## src/gptm_pkg.sv

```systemverilog
`default_nettype none

// ============================================================
// shared constants and types
package gptm_pkg;

  // ============================================================
  // clock and time base
  localparam int CLK_HZ = 25_000_000;
  localparam int MS_PER_S = 1000;
  // cycles in one millisecond, the unit every resolution is built from
  localparam int MS_CYC = CLK_HZ / MS_PER_S;

  // ============================================================
  // register offsets on the plain register port
  localparam int ADDR_W = 5;
  localparam logic [4:0] A_OUT0 = 5'h00;
  localparam logic [4:0] A_OUT1 = 5'h04;
  localparam logic [4:0] A_IN0 = 5'h08;
  localparam logic [4:0] A_IN1 = 5'h0C;
  localparam logic [4:0] A_STAT = 5'h10;

  // ============================================================
  // command word layout
  localparam int WORD_W = 16;
  localparam int CMD_HI = 15;
  localparam int CMD_LO = 10;
  localparam int ERR_BIT = 15;
  localparam int REL_BIT = 9;
  localparam int SYS_HI = 9;
  localparam int MCFG_HI = 7;

  // command codes in bits 15..10
  localparam logic [5:0] C_READ = 6'h00;
  localparam logic [5:0] C_DEFAULT = 6'h0A;
  localparam logic [5:0] C_SYSSET = 6'h0C;
  localparam logic [5:0] C_TIMEMEAS = 6'h06;
  localparam logic [5:0] C_PRESET_INIT = 6'h10;

  // field values
  localparam logic [1:0] IN_CFG_LOGIC = 2'h3;
  localparam logic [3:0] REL_NONE = 4'h0;
  localparam logic [3:0] REL_GE = 4'h1;

  // resolution code to milliseconds: 00 1 ms, 01 2 ms, 10 10 ms, 11 100 ms
  localparam int RES_W = 7;
  localparam logic [6:0] RES_MS [4] = '{7'h01, 7'h02, 7'h0A, 7'h64};

  // status register bit positions
  localparam int STAT_REL = 0;
  localparam int STAT_SRC = 1;
  localparam int STAT_MODE = 2;
  localparam int STAT_OUT = 3;

  // ============================================================
  // types
  // system settings: bits 9..0 of the settings word
  typedef struct packed {
    logic [1:0] in_cfg;
    logic [3:0] logic_fn;
    logic bus_rst_resp;
    logic [2:0] pulse_len;
  } gptm_sys_s;

  // time measurement settings: bits 7..0 of the mode word
  typedef struct packed {
    logic [1:0] res;
    logic out_en;
    logic ptype;
    logic [3:0] rel;
  } gptm_mcfg_s;

  typedef enum {
    GPTM_MODE_NONE,
    GPTM_MODE_TIME
  } gptm_mode_e;

  localparam gptm_sys_s SYS_DEFAULT = '0;
  localparam gptm_mcfg_s MCFG_DEFAULT = '0;
  localparam logic [15:0] WORD_RESET = 16'h0000;

endpackage

`default_nettype wire

```

## src/gptm_in_sync.sv

```systemverilog
`default_nettype none

// ============================================================
// three-stage pin synchroniser with agreement filter
module gptm_in_sync #(
  parameter int W = 2
) (
  // clock and reset
  input wire logic clk,
  input wire logic nrst,
  // asynchronous pins and their clean copies
  input wire logic [W-1:0] din,
  output logic [W-1:0] dout
);

  if (W < 1) begin : g_chk
    $error("gptm_in_sync needs at least one bit");
  end

  for (genvar i = 0; i < W; i++) begin : g_bit
    logic s1_r, s2_r, s3_r, q_r;
    logic q_nxt;

    // output follows only once stage two and three agree; stage one feeds stage two alone
    always_comb begin
      q_nxt = q_r;
      if (s2_r == s3_r) begin
        q_nxt = s3_r;
      end
    end

    // registers of the chain
    always_ff @(posedge clk or negedge nrst) begin
      if (!nrst) begin
        s1_r <= 1'b0;
        s2_r <= 1'b0;
        s3_r <= 1'b0;
        q_r <= 1'b0;
      end else begin
        s1_r <= din[i];
        s2_r <= s1_r;
        s3_r <= s2_r;
        q_r <= q_nxt;
      end
    end

    assign dout[i] = q_r;
  end

endmodule

`default_nettype wire

```

## src/gptm_top.sv

```systemverilog
// Strobed register access and the placing of the registers are this design's own decisions.
`default_nettype none

// ============================================================
// gated pulse time measurement counter
//
// Operation
// - Word 2800 hex restores default parameterisation; second word ignored.
// - Command bits 15..10 = 001100 decode as system settings.
// - Input configuration 11 in bits 9..8 enables source-gate logic combination.
// - Logic field 1110 in bits 7..4 selects OR of source and gate.
// - Settings bit 3 picks bus reset reaction; 0 means no action.
// - Settings bits 2..0 hold output pulse length; 000 is 10 ms. The design stores this field but never uses it.
// - Word 4000 hex presets the initial value taken from the second word.
// - Command bits 15..10 = 000110 decode as time measurement mode.
// - Resolution field bits 7..6 = 01 selects a 2 ms time base.
// - Type bit 4 = 1 measures pulse length of the effective source.
// - Relation code 0001 is true when count is at least the initial value.
// - Relation result shows in reply bit 9; output enable 0 leaves output low.
// - Read command 0000 hex returns the 16-bit count in reply word two.
// - Accepted command word and parameter word are mirrored into the replies, except for the read command.
// - An identical repeated preset is ignored until another code intervenes.
// - Reply bit 15 flags errors such as a read before any mode is set.
module gptm_top #(
  parameter int MS_CYC = gptm_pkg::MS_CYC
) (
  // clock and reset
  input wire logic clk,
  input wire logic nrst,
  // register port
  input wire logic [gptm_pkg::ADDR_W-1:0] addr,
  input wire logic [gptm_pkg::WORD_W-1:0] wdata,
  input wire logic wr,
  input wire logic rd,
  output logic [gptm_pkg::WORD_W-1:0] rdata,
  // bus cycle events
  input wire logic bus_cycle,
  input wire logic bus_reset,
  // field inputs
  input wire logic src_pin,
  input wire logic gate_pin,
  // relation output level
  output logic rel_out
);

  if (MS_CYC < 2) begin : g_chk
    $error("gptm_top needs at least two clocks per millisecond");
  end

  localparam int MSW = $clog2(MS_CYC);
  localparam logic [MSW-1:0] MS_LAST = MSW'(MS_CYC - 1);

  // ============================================================
  // pin conditioning
  logic [1:0] pins_q;
  logic src_q, gate_q;

  gptm_in_sync #(
    .W(2)
  ) u_sync (
    .clk(clk),
    .nrst(nrst),
    .din({src_pin, gate_pin}),
    .dout(pins_q)
  );

  assign src_q = pins_q[1];
  assign gate_q = pins_q[0];

  // ============================================================
  // command group state
  logic [15:0] out0_r, out0_nxt;
  logic [15:0] out1_r, out1_nxt;
  logic [15:0] prev_r, prev_nxt;
  logic [15:0] in0_r, in0_nxt;
  logic [15:0] in1_r, in1_nxt;
  logic [15:0] init_r, init_nxt;
  logic rd_act_r, rd_act_nxt;
  gptm_pkg::gptm_sys_s sys_r, sys_nxt;
  gptm_pkg::gptm_mcfg_s mcfg_r, mcfg_nxt;
  gptm_pkg::gptm_mode_e mode_r, mode_nxt;
  logic clr_cnt;

  // ============================================================
  // measurement group state
  logic [MSW-1:0] ms_r, ms_nxt;
  logic [6:0] res_r, res_nxt;
  logic [15:0] cnt_r, cnt_nxt;
  logic eff_d_r, eff_d_nxt;
  logic rel_r, rel_nxt;
  logic out_r, out_nxt;
  logic [15:0] rdata_r, rdata_nxt;
  logic eff_src, ms_tick, res_tick, measuring;

  // ============================================================
  // command decode and reply words
  // acting only on a change of word one makes a repeated preset harmless
  always_comb begin
    out0_nxt = out0_r;
    out1_nxt = out1_r;
    prev_nxt = prev_r;
    in0_nxt = in0_r;
    in1_nxt = in1_r;
    init_nxt = init_r;
    rd_act_nxt = rd_act_r;
    sys_nxt = sys_r;
    mcfg_nxt = mcfg_r;
    mode_nxt = mode_r;
    clr_cnt = 1'b0;
    // software side of the process data words
    if (wr && addr == gptm_pkg::A_OUT0) begin
      out0_nxt = wdata;
    end
    if (wr && addr == gptm_pkg::A_OUT1) begin
      out1_nxt = wdata;
    end
    // the running read keeps count and relation fresh between bus cycles
    if (rd_act_r) begin
      in1_nxt = cnt_r;
      in0_nxt[gptm_pkg::REL_BIT] = rel_r;
    end
    if (bus_cycle) begin
      prev_nxt = out0_r;
      if (out0_r != prev_r) begin
        rd_act_nxt = 1'b0;
        in0_nxt = out0_r;
        in1_nxt = out1_r;
        case (out0_r[gptm_pkg::CMD_HI:gptm_pkg::CMD_LO])
          gptm_pkg::C_DEFAULT: begin
            sys_nxt = gptm_pkg::SYS_DEFAULT;
            mcfg_nxt = gptm_pkg::MCFG_DEFAULT;
            mode_nxt = gptm_pkg::GPTM_MODE_NONE;
            init_nxt = gptm_pkg::WORD_RESET;
            clr_cnt = 1'b1;
          end
          gptm_pkg::C_SYSSET: begin
            sys_nxt = out0_r[gptm_pkg::SYS_HI:0];
          end
          gptm_pkg::C_PRESET_INIT: begin
            init_nxt = out1_r;
          end
          gptm_pkg::C_TIMEMEAS: begin
            mcfg_nxt = out0_r[gptm_pkg::MCFG_HI:0];
            mode_nxt = gptm_pkg::GPTM_MODE_TIME;
            clr_cnt = 1'b1;
          end
          gptm_pkg::C_READ: begin
            // reply carries status, not a mirror: host compares only the code bits
            rd_act_nxt = 1'b1;
            in0_nxt = gptm_pkg::WORD_RESET;
            in0_nxt[gptm_pkg::ERR_BIT] = (mode_r == gptm_pkg::GPTM_MODE_NONE);
            in0_nxt[gptm_pkg::REL_BIT] = rel_r;
            in1_nxt = cnt_r;
          end
          default: begin
            in0_nxt[gptm_pkg::ERR_BIT] = 1'b1;
          end
        endcase
      end
    end
    // reaction to a bus reset is chosen by the settings word
    if (bus_reset && sys_r.bus_rst_resp) begin
      mcfg_nxt = gptm_pkg::MCFG_DEFAULT;
      mode_nxt = gptm_pkg::GPTM_MODE_NONE;
      init_nxt = gptm_pkg::WORD_RESET;
      rd_act_nxt = 1'b0;
      clr_cnt = 1'b1;
    end
  end

  // command group registers
  always_ff @(posedge clk or negedge nrst) begin
    if (!nrst) begin
      out0_r <= gptm_pkg::WORD_RESET;
      out1_r <= gptm_pkg::WORD_RESET;
      prev_r <= gptm_pkg::WORD_RESET;
      in0_r <= gptm_pkg::WORD_RESET;
      in1_r <= gptm_pkg::WORD_RESET;
      init_r <= gptm_pkg::WORD_RESET;
      rd_act_r <= 1'b0;
      sys_r <= gptm_pkg::SYS_DEFAULT;
      mcfg_r <= gptm_pkg::MCFG_DEFAULT;
      mode_r <= gptm_pkg::GPTM_MODE_NONE;
    end else begin
      out0_r <= out0_nxt;
      out1_r <= out1_nxt;
      prev_r <= prev_nxt;
      in0_r <= in0_nxt;
      in1_r <= in1_nxt;
      init_r <= init_nxt;
      rd_act_r <= rd_act_nxt;
      sys_r <= sys_nxt;
      mcfg_r <= mcfg_nxt;
      mode_r <= mode_nxt;
    end
  end

  // ============================================================
  // source-gate logic stage
  // the function field is a truth table indexed by {source, gate}, so 1110 is OR
  always_comb begin
    eff_src = src_q;
    if (sys_r.in_cfg == gptm_pkg::IN_CFG_LOGIC) begin
      eff_src = sys_r.logic_fn[{src_q, gate_q}];
    end
  end

  // millisecond and resolution enables
  assign ms_tick = (ms_r == MS_LAST);
  assign res_tick = ms_tick && (res_r == gptm_pkg::RES_MS[mcfg_r.res] - 7'h01);
  assign measuring = (mode_r == gptm_pkg::GPTM_MODE_TIME) && mcfg_r.ptype;

  // ============================================================
  // pulse length counter and relation
  // a rising edge restarts both the count and the time base, so the first
  // step lands a full resolution period after the edge
  always_comb begin
    ms_nxt = ms_tick ? '0 : ms_r + MSW'(1);
    res_nxt = res_r;
    if (ms_tick) begin
      res_nxt = res_tick ? 7'h00 : res_r + 7'h01;
    end
    cnt_nxt = cnt_r;
    eff_d_nxt = eff_src;
    if (clr_cnt) begin
      cnt_nxt = gptm_pkg::WORD_RESET;
      ms_nxt = '0;
      res_nxt = 7'h00;
    end else if (measuring) begin
      if (eff_src && !eff_d_r) begin
        cnt_nxt = gptm_pkg::WORD_RESET;
        ms_nxt = '0;
        res_nxt = 7'h00;
      end else if (eff_src && res_tick && cnt_r != 16'hFFFF) begin
        cnt_nxt = cnt_r + 16'h0001; // saturates rather than wrapping
      end
    end
    // relation evaluated on the live count; unknown codes give false
    unique case (mcfg_r.rel)
      gptm_pkg::REL_GE: rel_nxt = measuring && (cnt_r >= init_r);
      default: rel_nxt = 1'b0;
    endcase
    out_nxt = rel_r && mcfg_r.out_en;
  end

  // measurement group registers
  always_ff @(posedge clk or negedge nrst) begin
    if (!nrst) begin
      ms_r <= '0;
      res_r <= 7'h00;
      cnt_r <= gptm_pkg::WORD_RESET;
      eff_d_r <= 1'b0;
      rel_r <= 1'b0;
      out_r <= 1'b0;
    end else begin
      ms_r <= ms_nxt;
      res_r <= res_nxt;
      cnt_r <= cnt_nxt;
      eff_d_r <= eff_d_nxt;
      rel_r <= rel_nxt;
      out_r <= out_nxt;
    end
  end

  // ============================================================
  // register read port, data valid one cycle after the strobe
  always_comb begin
    rdata_nxt = gptm_pkg::WORD_RESET;
    if (rd) begin
      case (addr)
        gptm_pkg::A_OUT0: rdata_nxt = out0_r;
        gptm_pkg::A_OUT1: rdata_nxt = out1_r;
        gptm_pkg::A_IN0: rdata_nxt = in0_r;
        gptm_pkg::A_IN1: rdata_nxt = in1_r;
        gptm_pkg::A_STAT: begin
          rdata_nxt[gptm_pkg::STAT_REL] = rel_r;
          rdata_nxt[gptm_pkg::STAT_SRC] = eff_src;
          rdata_nxt[gptm_pkg::STAT_MODE] = (mode_r == gptm_pkg::GPTM_MODE_TIME);
          rdata_nxt[gptm_pkg::STAT_OUT] = out_r;
        end
        default: rdata_nxt = gptm_pkg::WORD_RESET; // unmapped reads zero
      endcase
    end
  end

  // read data register
  always_ff @(posedge clk or negedge nrst) begin
    if (!nrst) begin
      rdata_r <= gptm_pkg::WORD_RESET;
    end else begin
      rdata_r <= rdata_nxt;
    end
  end

  assign rdata = rdata_r;
  assign rel_out = out_r;

endmodule

`default_nettype wire

```

## config.mk

```make
export PLATFORM = sky130hd
export DESIGN_NAME = gptm_top
export DESIGN_NICKNAME = d
export VERILOG_FILES = /design/src/gptm_pkg.sv /design/src/gptm_in_sync.sv /design/src/gptm_top.sv
export SDC_FILE = /design/constraint.sdc
export NUM_CORES = 1
export LEC_CHECK = 0
export ABC_AREA = 1
export CORE_MARGIN = 5
export CORE_UTILIZATION = 45
export CTS_BUF_LIST = sky130_fd_sc_hd__clkbuf_8 sky130_fd_sc_hd__clkbuf_16
export DETAILED_ROUTE_END_ITERATION = 8
export DONT_BUFFER_PORTS = 1
export PLACE_DENSITY = 0.63
export SLEW_MARGIN = 10
export SYNTH_ARGS = -nofsm -noshare
export SYNTH_HDL_FRONTEND = slang
export SYNTH_SLANG_ARGS = --single-unit
```

## constraint.sdc

```tcl
create_clock -name clk -period 1.8 [get_ports clk]
set_input_delay 0.09 -clock clk [delete_from_list [all_inputs] [get_ports clk]]
set_output_delay 0.09 -clock clk [all_outputs]
set_load 0.02 [all_outputs]
```

## After elaboration in Yosys (flattened, before gate mapping)

Index checks and enable logic that the tools add are counted.

- Flip-flop bits (word level): 209
- Output and inout port bits: 17
- Input port bits: 29

- Mux-type cells: 53
- Reductions and logical operators: 29
- Bitwise gates (word level): 1
- $lt $le $gt $ge: 3
- $add $sub $neg: 4
- Eq/ne operators: 17

Operator list:

| cell | count |
|---|---|
| $mux 16 | 12 |
| $mux 32 | 3 |
| $mux 15 | 5 |
| $pmux 32 s2 | 1 |
| $mux 7 | 7 |
| $pmux 12 s4 | 1 |
| $eq 32x2->1 const B | 1 |
| $logic_not 32->1 | 1 |
| $pmux 16 s2 | 1 |
| $mux 8 | 3 |
| $mux 10 | 2 |
| $pmux 10 s2 | 1 |
| $pmux 4 s5 | 1 |
| $add 16x1->16 const B | 1 |
| $ge 16x16->1 | 1 |
| $ne 16x16->1 | 1 |
| $ne 16x16->1 const B | 1 |
| $pmux 8 s2 | 1 |
| $add 15x1->15 const B | 1 |
| $eq 15x15->1 const B | 1 |
| $bmux 7 s2 | 1 |
| $eq 6x4->1 const B | 2 |
| $mux 1 | 12 |
| $eq 5x4->1 const B | 2 |
| 25 further kinds | 44 |

## Logic depth before layout (Yosys ltp)

Gate-level depths: netlist (run 1).

- Depth after elaboration: 13
- Gate-level depth with buffers: 13

## Modules after synthesis

Synthesis (run 1) repeated with hierarchy kept, for this count alone.

- Cells, all modules: 1155
- Area, all modules: 9049.9 um^2

By module, submodules not included:

| module | cells each | seq. area each (um^2) | instances | area an instance (um^2) |
|---|---|---|---|---|
| gptm_top | 1137 | 4254.1 | 1 | 8802.2 |
| gptm_in_sync | 18 | 200.2 | 1 | 247.7 |

## Worst setup path before layout (run 1)

Ideal clock, no wire load.

- Kind: register to register
- Start point: reg cnt_r[0]
- End point: reg cnt_r[10]
- Setup slack: 0.027 ns
- Arrival: 1.655 ns
- Cell stages (with the launch flop): 11
- Buffers on the path: 0
- Cells stage by stage: dfrtp_1 ha_1 nand3_1 nor2_2 nand2_1 nor2_4 nand3b_1 nand3_2 nand3_2 nand2_1 nand2_1

- Word-level cells in the longest chain between the ends: 5
- Elaborated cells between the ends (all ways): 9
- Those cells by class: 1 x add/sub; 1 x eq/ne; 4 x mux; 3 x reduce/logical

RTL lines:

| element | RTL line | text |
|---|---|---|
| start: declaration | gptm_top.sv:88 | `logic [15:0] cnt_r, cnt_nxt;` |
| start signal: assignment | gptm_top.sv:251 | `cnt_r <= gptm_pkg::WORD_RESET;` |
| start signal: assignment | gptm_top.sv:258 | `cnt_r <= cnt_nxt;` |
| $add 16x1->16 | gptm_top.sv:235 | `cnt_nxt = cnt_r + 16'h0001;` |
| $mux 16 | gptm_top.sv:234 | `end else if (eff_src && res_tick && cnt_r != 16'hFFFF) begin` |
| $mux 16 | gptm_top.sv:230 | `if (eff_src && !eff_d_r) begin` |
| $mux 16 | gptm_top.sv:229 | `end else if (measuring) begin` |
| $mux 16 | gptm_top.sv:225 | `if (clr_cnt) begin` |

Several ways; a longest one is shown, not always the timed one. The select of a mux whose other input is x is not followed.
A chain may end at the register's enable or synchronous reset.

## Worst setup path in the final report (run 1)

- Start point: reg cnt_r[0]
- End point: reg cnt_r[14]

Same word-level chain as after synthesis.

==> results of run 1 <==
## timing repair
item	in CTS	in global routing
pin swaps	2	19
setup buffers	3	18
endpoints found under the hold margin	232	178
gates resized for setup	13	111
endpoints found under the setup margin	42	101
cloned	0	8
## power groups by stage
stage	sequential [uW]	combinational [uW]	clock (uW)
detailed placement	5300	3200	0
CTS	5230	3340	4040
finish	5270	3850	3980
global route	5350	4280	4220
global placement	5280	3150	0
floorplan	5150	2070	0
## worst paths after layout
path                                 startpoint                    to  slack (ps)
max reg2reg                            cnt_r[0]             cnt_r[14]        -110
min reg2reg                u_sync.g_bit[1].s1_r  u_sync.g_bit[1].s2_r         360
min                                        nrst               ms_r[8]        -660
min in group clk                             wr             out1_r[3]          40
max in group asynchronous                  nrst             init_r[7]        2200
max                                    cnt_r[0]             cnt_r[14]        -110
## metal layers
metal,wire length [um],track usage
met5,0,0
met4,613,0.0675
met2,12400,0.356
met1,11800,0.324
met3,1880,0.0443
## metrics by stage
step	instance area [um^2]	hold WS, ps	instances	utilization	total power (uW)
2_1_floorplan	8950	-206	1128	-	7220
3_3_place_gp	9870	-200	1442	0.505	8430
3_5_place_dp	9870	-200	1442	0.505	8500
4_1_cts	10800	-674	1504	0.555	12600
5_1_grt	11500	-683	1530	0.587	13900
6_report	11500	-661	1530	0.587	13100
## cell type report
class | count | area [um^2]
fill | 1743 | 8070
clock buffer | 17 | 425
multi-input combinational | 768 | 4100
tap | 265 | 332
clock inverter | 15 | 198
inverter | 140 | 533
sequential | 178 | 4460
timing repair buffer | 147 | 1410
## state kept, by name, indices dropped and copies added (netlist names), 2 cells and up
signal and flops:
cnt_r 16, in0_r 16, in1_r 16, init_r 16, mcfg_r 8, ms_r 15, out0_r 16, out1_r 16
prev_r 16, rdata 16, res_r 7, sys_r 7, u_sync.g_bit.q_r 2, u_sync.g_bit.s1_r 2, u_sync.g_bit.s2_r 2, u_sync.g_bit.s3_r 2
## cell families after synthesis
family          count (synthesis)
mux                             1
compound gates                194
buf+inv                       185
fa+ha+maj                      21
simple gates                  531
xor+xnor                       18
flops                         178
## critical path, cell delays in order (launching register included)
cell	delay, ps
dfrtp_1	360
ha_2	230
nand3_4	110
nor2_4	170
nand2_2	100
nor2_4	120
nand3b_1	160
nand3_4	190
clkbuf_16	180
nand4_1	120
nand2_2	100
## cell usage after synthesis (all sizes together) (2+ instances only)
| cell type | count |
|---|---|
| nand2 | 321 |
| xor2 | 11 |
| o22ai | 11 |
| inv | 139 |
| o31ai | 3 |
| maj3 | 2 |
| nand3b | 4 |
| nor2 | 105 |
| ha | 19 |
| o21ai | 126 |
| clkbuf | 22 |
| dfrtp | 178 |
| buf | 23 |
| xnor2 | 7 |
| or2 | 3 |
| a31oi | 20 |
| a21oi | 16 |
| o21bai | 2 |
| nand3 | 50 |
| nor3 | 11 |
| a221oi | 12 |
| nand4 | 34 |
==> impl_metrics.ini, run 1 <==
[detailed_routing]
drc_errors = 0
wl_um = 26700
vias = 8215
post_drt_wl_per_cell_um = 17.5
drt_iter0_markers = 762
firstDrtPassIters = 5
ant_nets = 0
vias_per_cell = 5.37

[grt]
grt-ovfl-total = 0
grt_pass1_vias = 7577
grt_usage = 0.228
grt_max_degree = 179
grt_pass1_wl_um = 40300
antenna_found_initial = 0

[synthesis]
ys_types = 42
ys_seq_area_frac = 0.498
syn_inst = 1128
yosys.area_share.simple = 0.251
async_reset_ff_frac = 1.00
synth-compound-area-share = 0.121
yosys.area.top_type = dfrtp_1
synth_area_um2 = 8950
synth_top_family_by_area = simple AND/OR/NAND/NOR gates
synthAdderAreaFrac = 0.0288
ys_seq_elements = 178
synth_flop_cell = dfrtp_1
yosys.area_share.xor_xnor = 0.0176
synth_edf_count = 0
synth_nets = 1176
synth_top_area_share = 0.498
yosysWarnings = 0
avgSynthCellArea_um2 = 7.94
synth_mux_area_frac = 0.00126
synth.area.top_cells = dfrtp_1 50%, nand2_1 13%, o21ai_0 6.7%, inv_1 5.7%, nor2_1 4.3%

[power]
combPwrFrac = 0.294
internal_power_uw = 8570
netSwitchingFraction = 0.345
vdd_ir_drop_max_mv = 0.702
pwr-share-clk = 0.304
leakagePower_uw = 0.00548
share_seq_of_total_power = 0.402
p_switching_uw = 4520
powerDensity_nw_per_um2 = 1140

[clocking]
cts_hold_buf = 27
clk_latency_ps = 440
cts_max_level = 4
cts_buffers = 17
clock_path_buffers = 2
cts_tree = yes
cts_root_buffer = clkbuf_16
cts.sinks = 178
clkTransAtPathRegs_ps = 70

[setup_path]
endpoint_kind = flop
crit_type = flop to flop
r2r_cells = 10
crit_required_ps = 2170
worstPathMaxFanout = 8
cp.arrival_ps = 2280
cp-start-kind = flop

[die]
coreArea_um2 = 19500
rows = 51
die-area_um2 = 22800
die_h_um = 151
ios = 46
start_util = 0.458
die_w_um = 151

[timing]
worst_slew_pin_slew_ps = 914
grt_setup_unrepaired = yes
setup_tns_ps = -897
slew_headroom = 0.391
fin_skew_ps = 14.8
slew_viol_final = 0
fin_ws_ps = -105
hold_violations = 178
holdWs_ps = -661
finalCriticalPeriod_ps = 1910
fin_crit_sh = 1.06
max_freq_mhz = 525
setup_viol = 16

[place]
hpwl_um = 17500
gp_congestion = 0.853
portBuffers = 0
post-place-ws_ps = -123

[final_layout]
layout.nets = 1300
layout_commonest_cell = nand2_1
layout-drive-gt1-share = 0.195
areaGrowthSynthToFinish_pct = 28.0
layout_common_cells = 296 x nand2_1, 172 x dfrtp_1, 132 x inv_1
diodes = 0

[worst_hold_path]
min_path_type = primary input to asynchronous set/reset pin

[outcome]
outcome = complete, but fails checks
violations = hold timing, setup timing

[job]
drv_cap = 0
(Power assumes the default switching activity.)
==> inputs of run 2 (changes only) <==
--- a/config.mk
+++ b/config.mk
@@ -11,7 +11,8 @@
 export CTS_BUF_LIST = sky130_fd_sc_hd__clkbuf_8 sky130_fd_sc_hd__clkbuf_16
 export DETAILED_ROUTE_END_ITERATION = 8
 export DONT_BUFFER_PORTS = 1
-export PLACE_DENSITY = 0.63
+export PLACE_DENSITY = 0.58
+export RECOVER_POWER = 25
 export SLEW_MARGIN = 10
 export SYNTH_ARGS = -nofsm -noshare
 export SYNTH_HDL_FRONTEND = slang
==> run 2 against run 1 <==
The run ends with hold timing left; sequential share of layout area is 0.81 points higher; largest cell class unchanged; worst hold slack better by 5.6 ps; global-route usage shrank 0.39 points; sequential cell count stayed put; non-clock buffer count is 4 lower; die area is the same; critical path type unchanged; worst setup slack better by 120 ps; sequential power hardly changed; routed wire length fell by 7.5%; core utilization shrank 1.2 points; highest routed layer unchanged; clock skew rose by 4.3 ps.
==> impl_metrics.ini, run 2 (synthesis results as in run 1) <==
[power]
internal_power_uw = 8170
share_seq_of_total_power = 0.415
netSwitchingFraction = 0.354
vdd_ir_drop_max_mv = 0.705
combPwrFrac = 0.292
pwr-share-clk = 0.293
leakagePower_uw = 0.00540
powerDensity_nw_per_um2 = 1130
p_switching_uw = 4480

[timing]
setup_tns_ps = 0
holdWs_ps = -655
setup_viol = 0
fin_ws_ps = 12.9
hold_violations = 178
worst_slew_pin_slew_ps = 778
fin_crit_sh = 0.993
max_freq_mhz = 560
slew_headroom = 0.481
fin_skew_ps = 19.0
grt_setup_unrepaired = yes
slew_viol_final = 0
finalCriticalPeriod_ps = 1790

[clocking]
cts.sinks = 178
cts_root_buffer = clkbuf_16
cts_tree = yes
cts_buffers = 17
cts_max_level = 4
cts_hold_buf = 26
clkTransAtPathRegs_ps = 80
clock_path_buffers = 2
clk_latency_ps = 440

[final_layout]
stdcell_area_um2 = 11200
utilization = 0.575
areaGrowthSynthToFinish_pct = 25.5
layout_commonest_cell = nand2_1
layout-drive-gt1-share = 0.181
diodes = 0
layout.nets = 1295
layout_common_cells = 303 x nand2_1, 170 x dfrtp_1, 131 x inv_1

[place]
hpwl_um = 17000
place_area_um2 = 9830
post-place-ws_ps = -170
gp_congestion = 0.841
portBuffers = 0

[die]
coreArea_um2 = 19500
die-area_um2 = 22800
start_util = 0.458
die_h_um = 151
die_w_um = 151
rows = 51
ios = 46

[outcome]
outcome = complete, but fails checks
violations = hold timing

[detailed_routing]
drc_errors = 0
firstDrtPassIters = 5
drt_iter0_markers = 580
post_drt_wl_per_cell_um = 16.2
ant_nets = 0
vias = 7877
topRoutingLayerUsed = met4
wl_met3_um = 1240
wl_met2_um = 11300
met1Wirelength_um = 11700
vias_per_cell = 5.17
wl_um = 24700

[job]
drv_cap = 0

[setup_path]
crit_type = flop to flop
cp.arrival_ps = 2120
crit_chain = inv_1, nand2_1, nand2_1, nor2_1, nand2_2, nor2_4, nand3_2, nand3_4, buf_12, nand3_4, nand2_2, nand2_2
endpoint_kind = flop
path_common_cell = nand2_2
regToRegEndpoint = cnt_r[2]
worstPathMaxFanout = 6
critPathSlowestCell = dfrtp_1
r2r_setup_slack_ps = 10
cp_slowest_stage_delay_ps = 420
cp-start-kind = flop
regToRegStartpoint = out0_r[4]
crit_required_ps = 2130
r2r_cells = 12

[grt]
grt-ovfl-total = 0
grt_pass1_wl_um = 39900
grt_usage = 0.224
grt_max_degree = 179
grt_pass1_vias = 7522
antenna_found_initial = 0

[worst_hold_path]
min_path_type = primary input to asynchronous set/reset pin
[run 2: stage by stage]
step | hold WS (ps) | std cells | total power, uW
after detailed placement | -199 | 1442 | 8580
after CTS | -667 | 1500 | 12400
after global routing | -678 | 1525 | 13500
final | -655 | 1525 | 12600
after global placement | -201 | 1442 | 8530
after floorplan | -206 | 1128 | 7220
[run 2: how the worst max path moves through the flow]
stage | from | to | slack [ps]
floorplan | cnt_r[0] | cnt_r[10] | 30
global placement | u_sync.g_bit[0].q_r | cnt_r[13] | -100
detailed placement | u_sync.g_bit[0].q_r | cnt_r[11] | -170
CTS | cnt_r[1] | rel_r | 3
global route | out0_r[7] | cnt_r[10] | -110
finish | out0_r[4] | cnt_r[2] | 10
[run 2: metal layers]
metal / track usage / up-vias
met5: 0 / -
met4: 0.0558 / 0
met3: 0.0470 / 22
met2: 0.340 / 191
met1: 0.329 / 3750
li1: - / 3914
[run 2: layout make-up]
class / count / area, um^2
multi-input cells: 767 / 4040
fillers: 1801 / 8300
flip-flops and latches: 178 / 4460
inverters: 140 / 533
well taps: 265 / 332
repair buffers: 143 / 1270
clock buffers: 17 / 425
clock inverters: 15 / 166
[run 2: critical path, delay by kind of cell (launching register included)]
| kind | cells | cell delay [ps] |
|---|---|---|
| AND/OR/NAND/NOR | 10 | 1030 |
| flip-flops | 1 | 420 |
| buffers and inverters | 2 | 230 |
[run 2: power groups by stage]
stage / sequential (uW) / combinational (uW) / clock, uW
final: 5250 / 3690 / 3710
after global routing: 5320 / 4210 / 3950
after CTS: 5210 / 3420 / 3780
after detailed placement: 5280 / 3300 / 0
after global placement: 5260 / 3260 / 0
after floorplan: 5150 / 2070 / 0
[run 2: what timing repair did]
action,CTS,global route
setup buffers,0,23
resized for setup,13,85
endpoints found under the hold margin,229,178
cloned,0,3
setup endpoints to repair,41,94
pin swaps,1,36
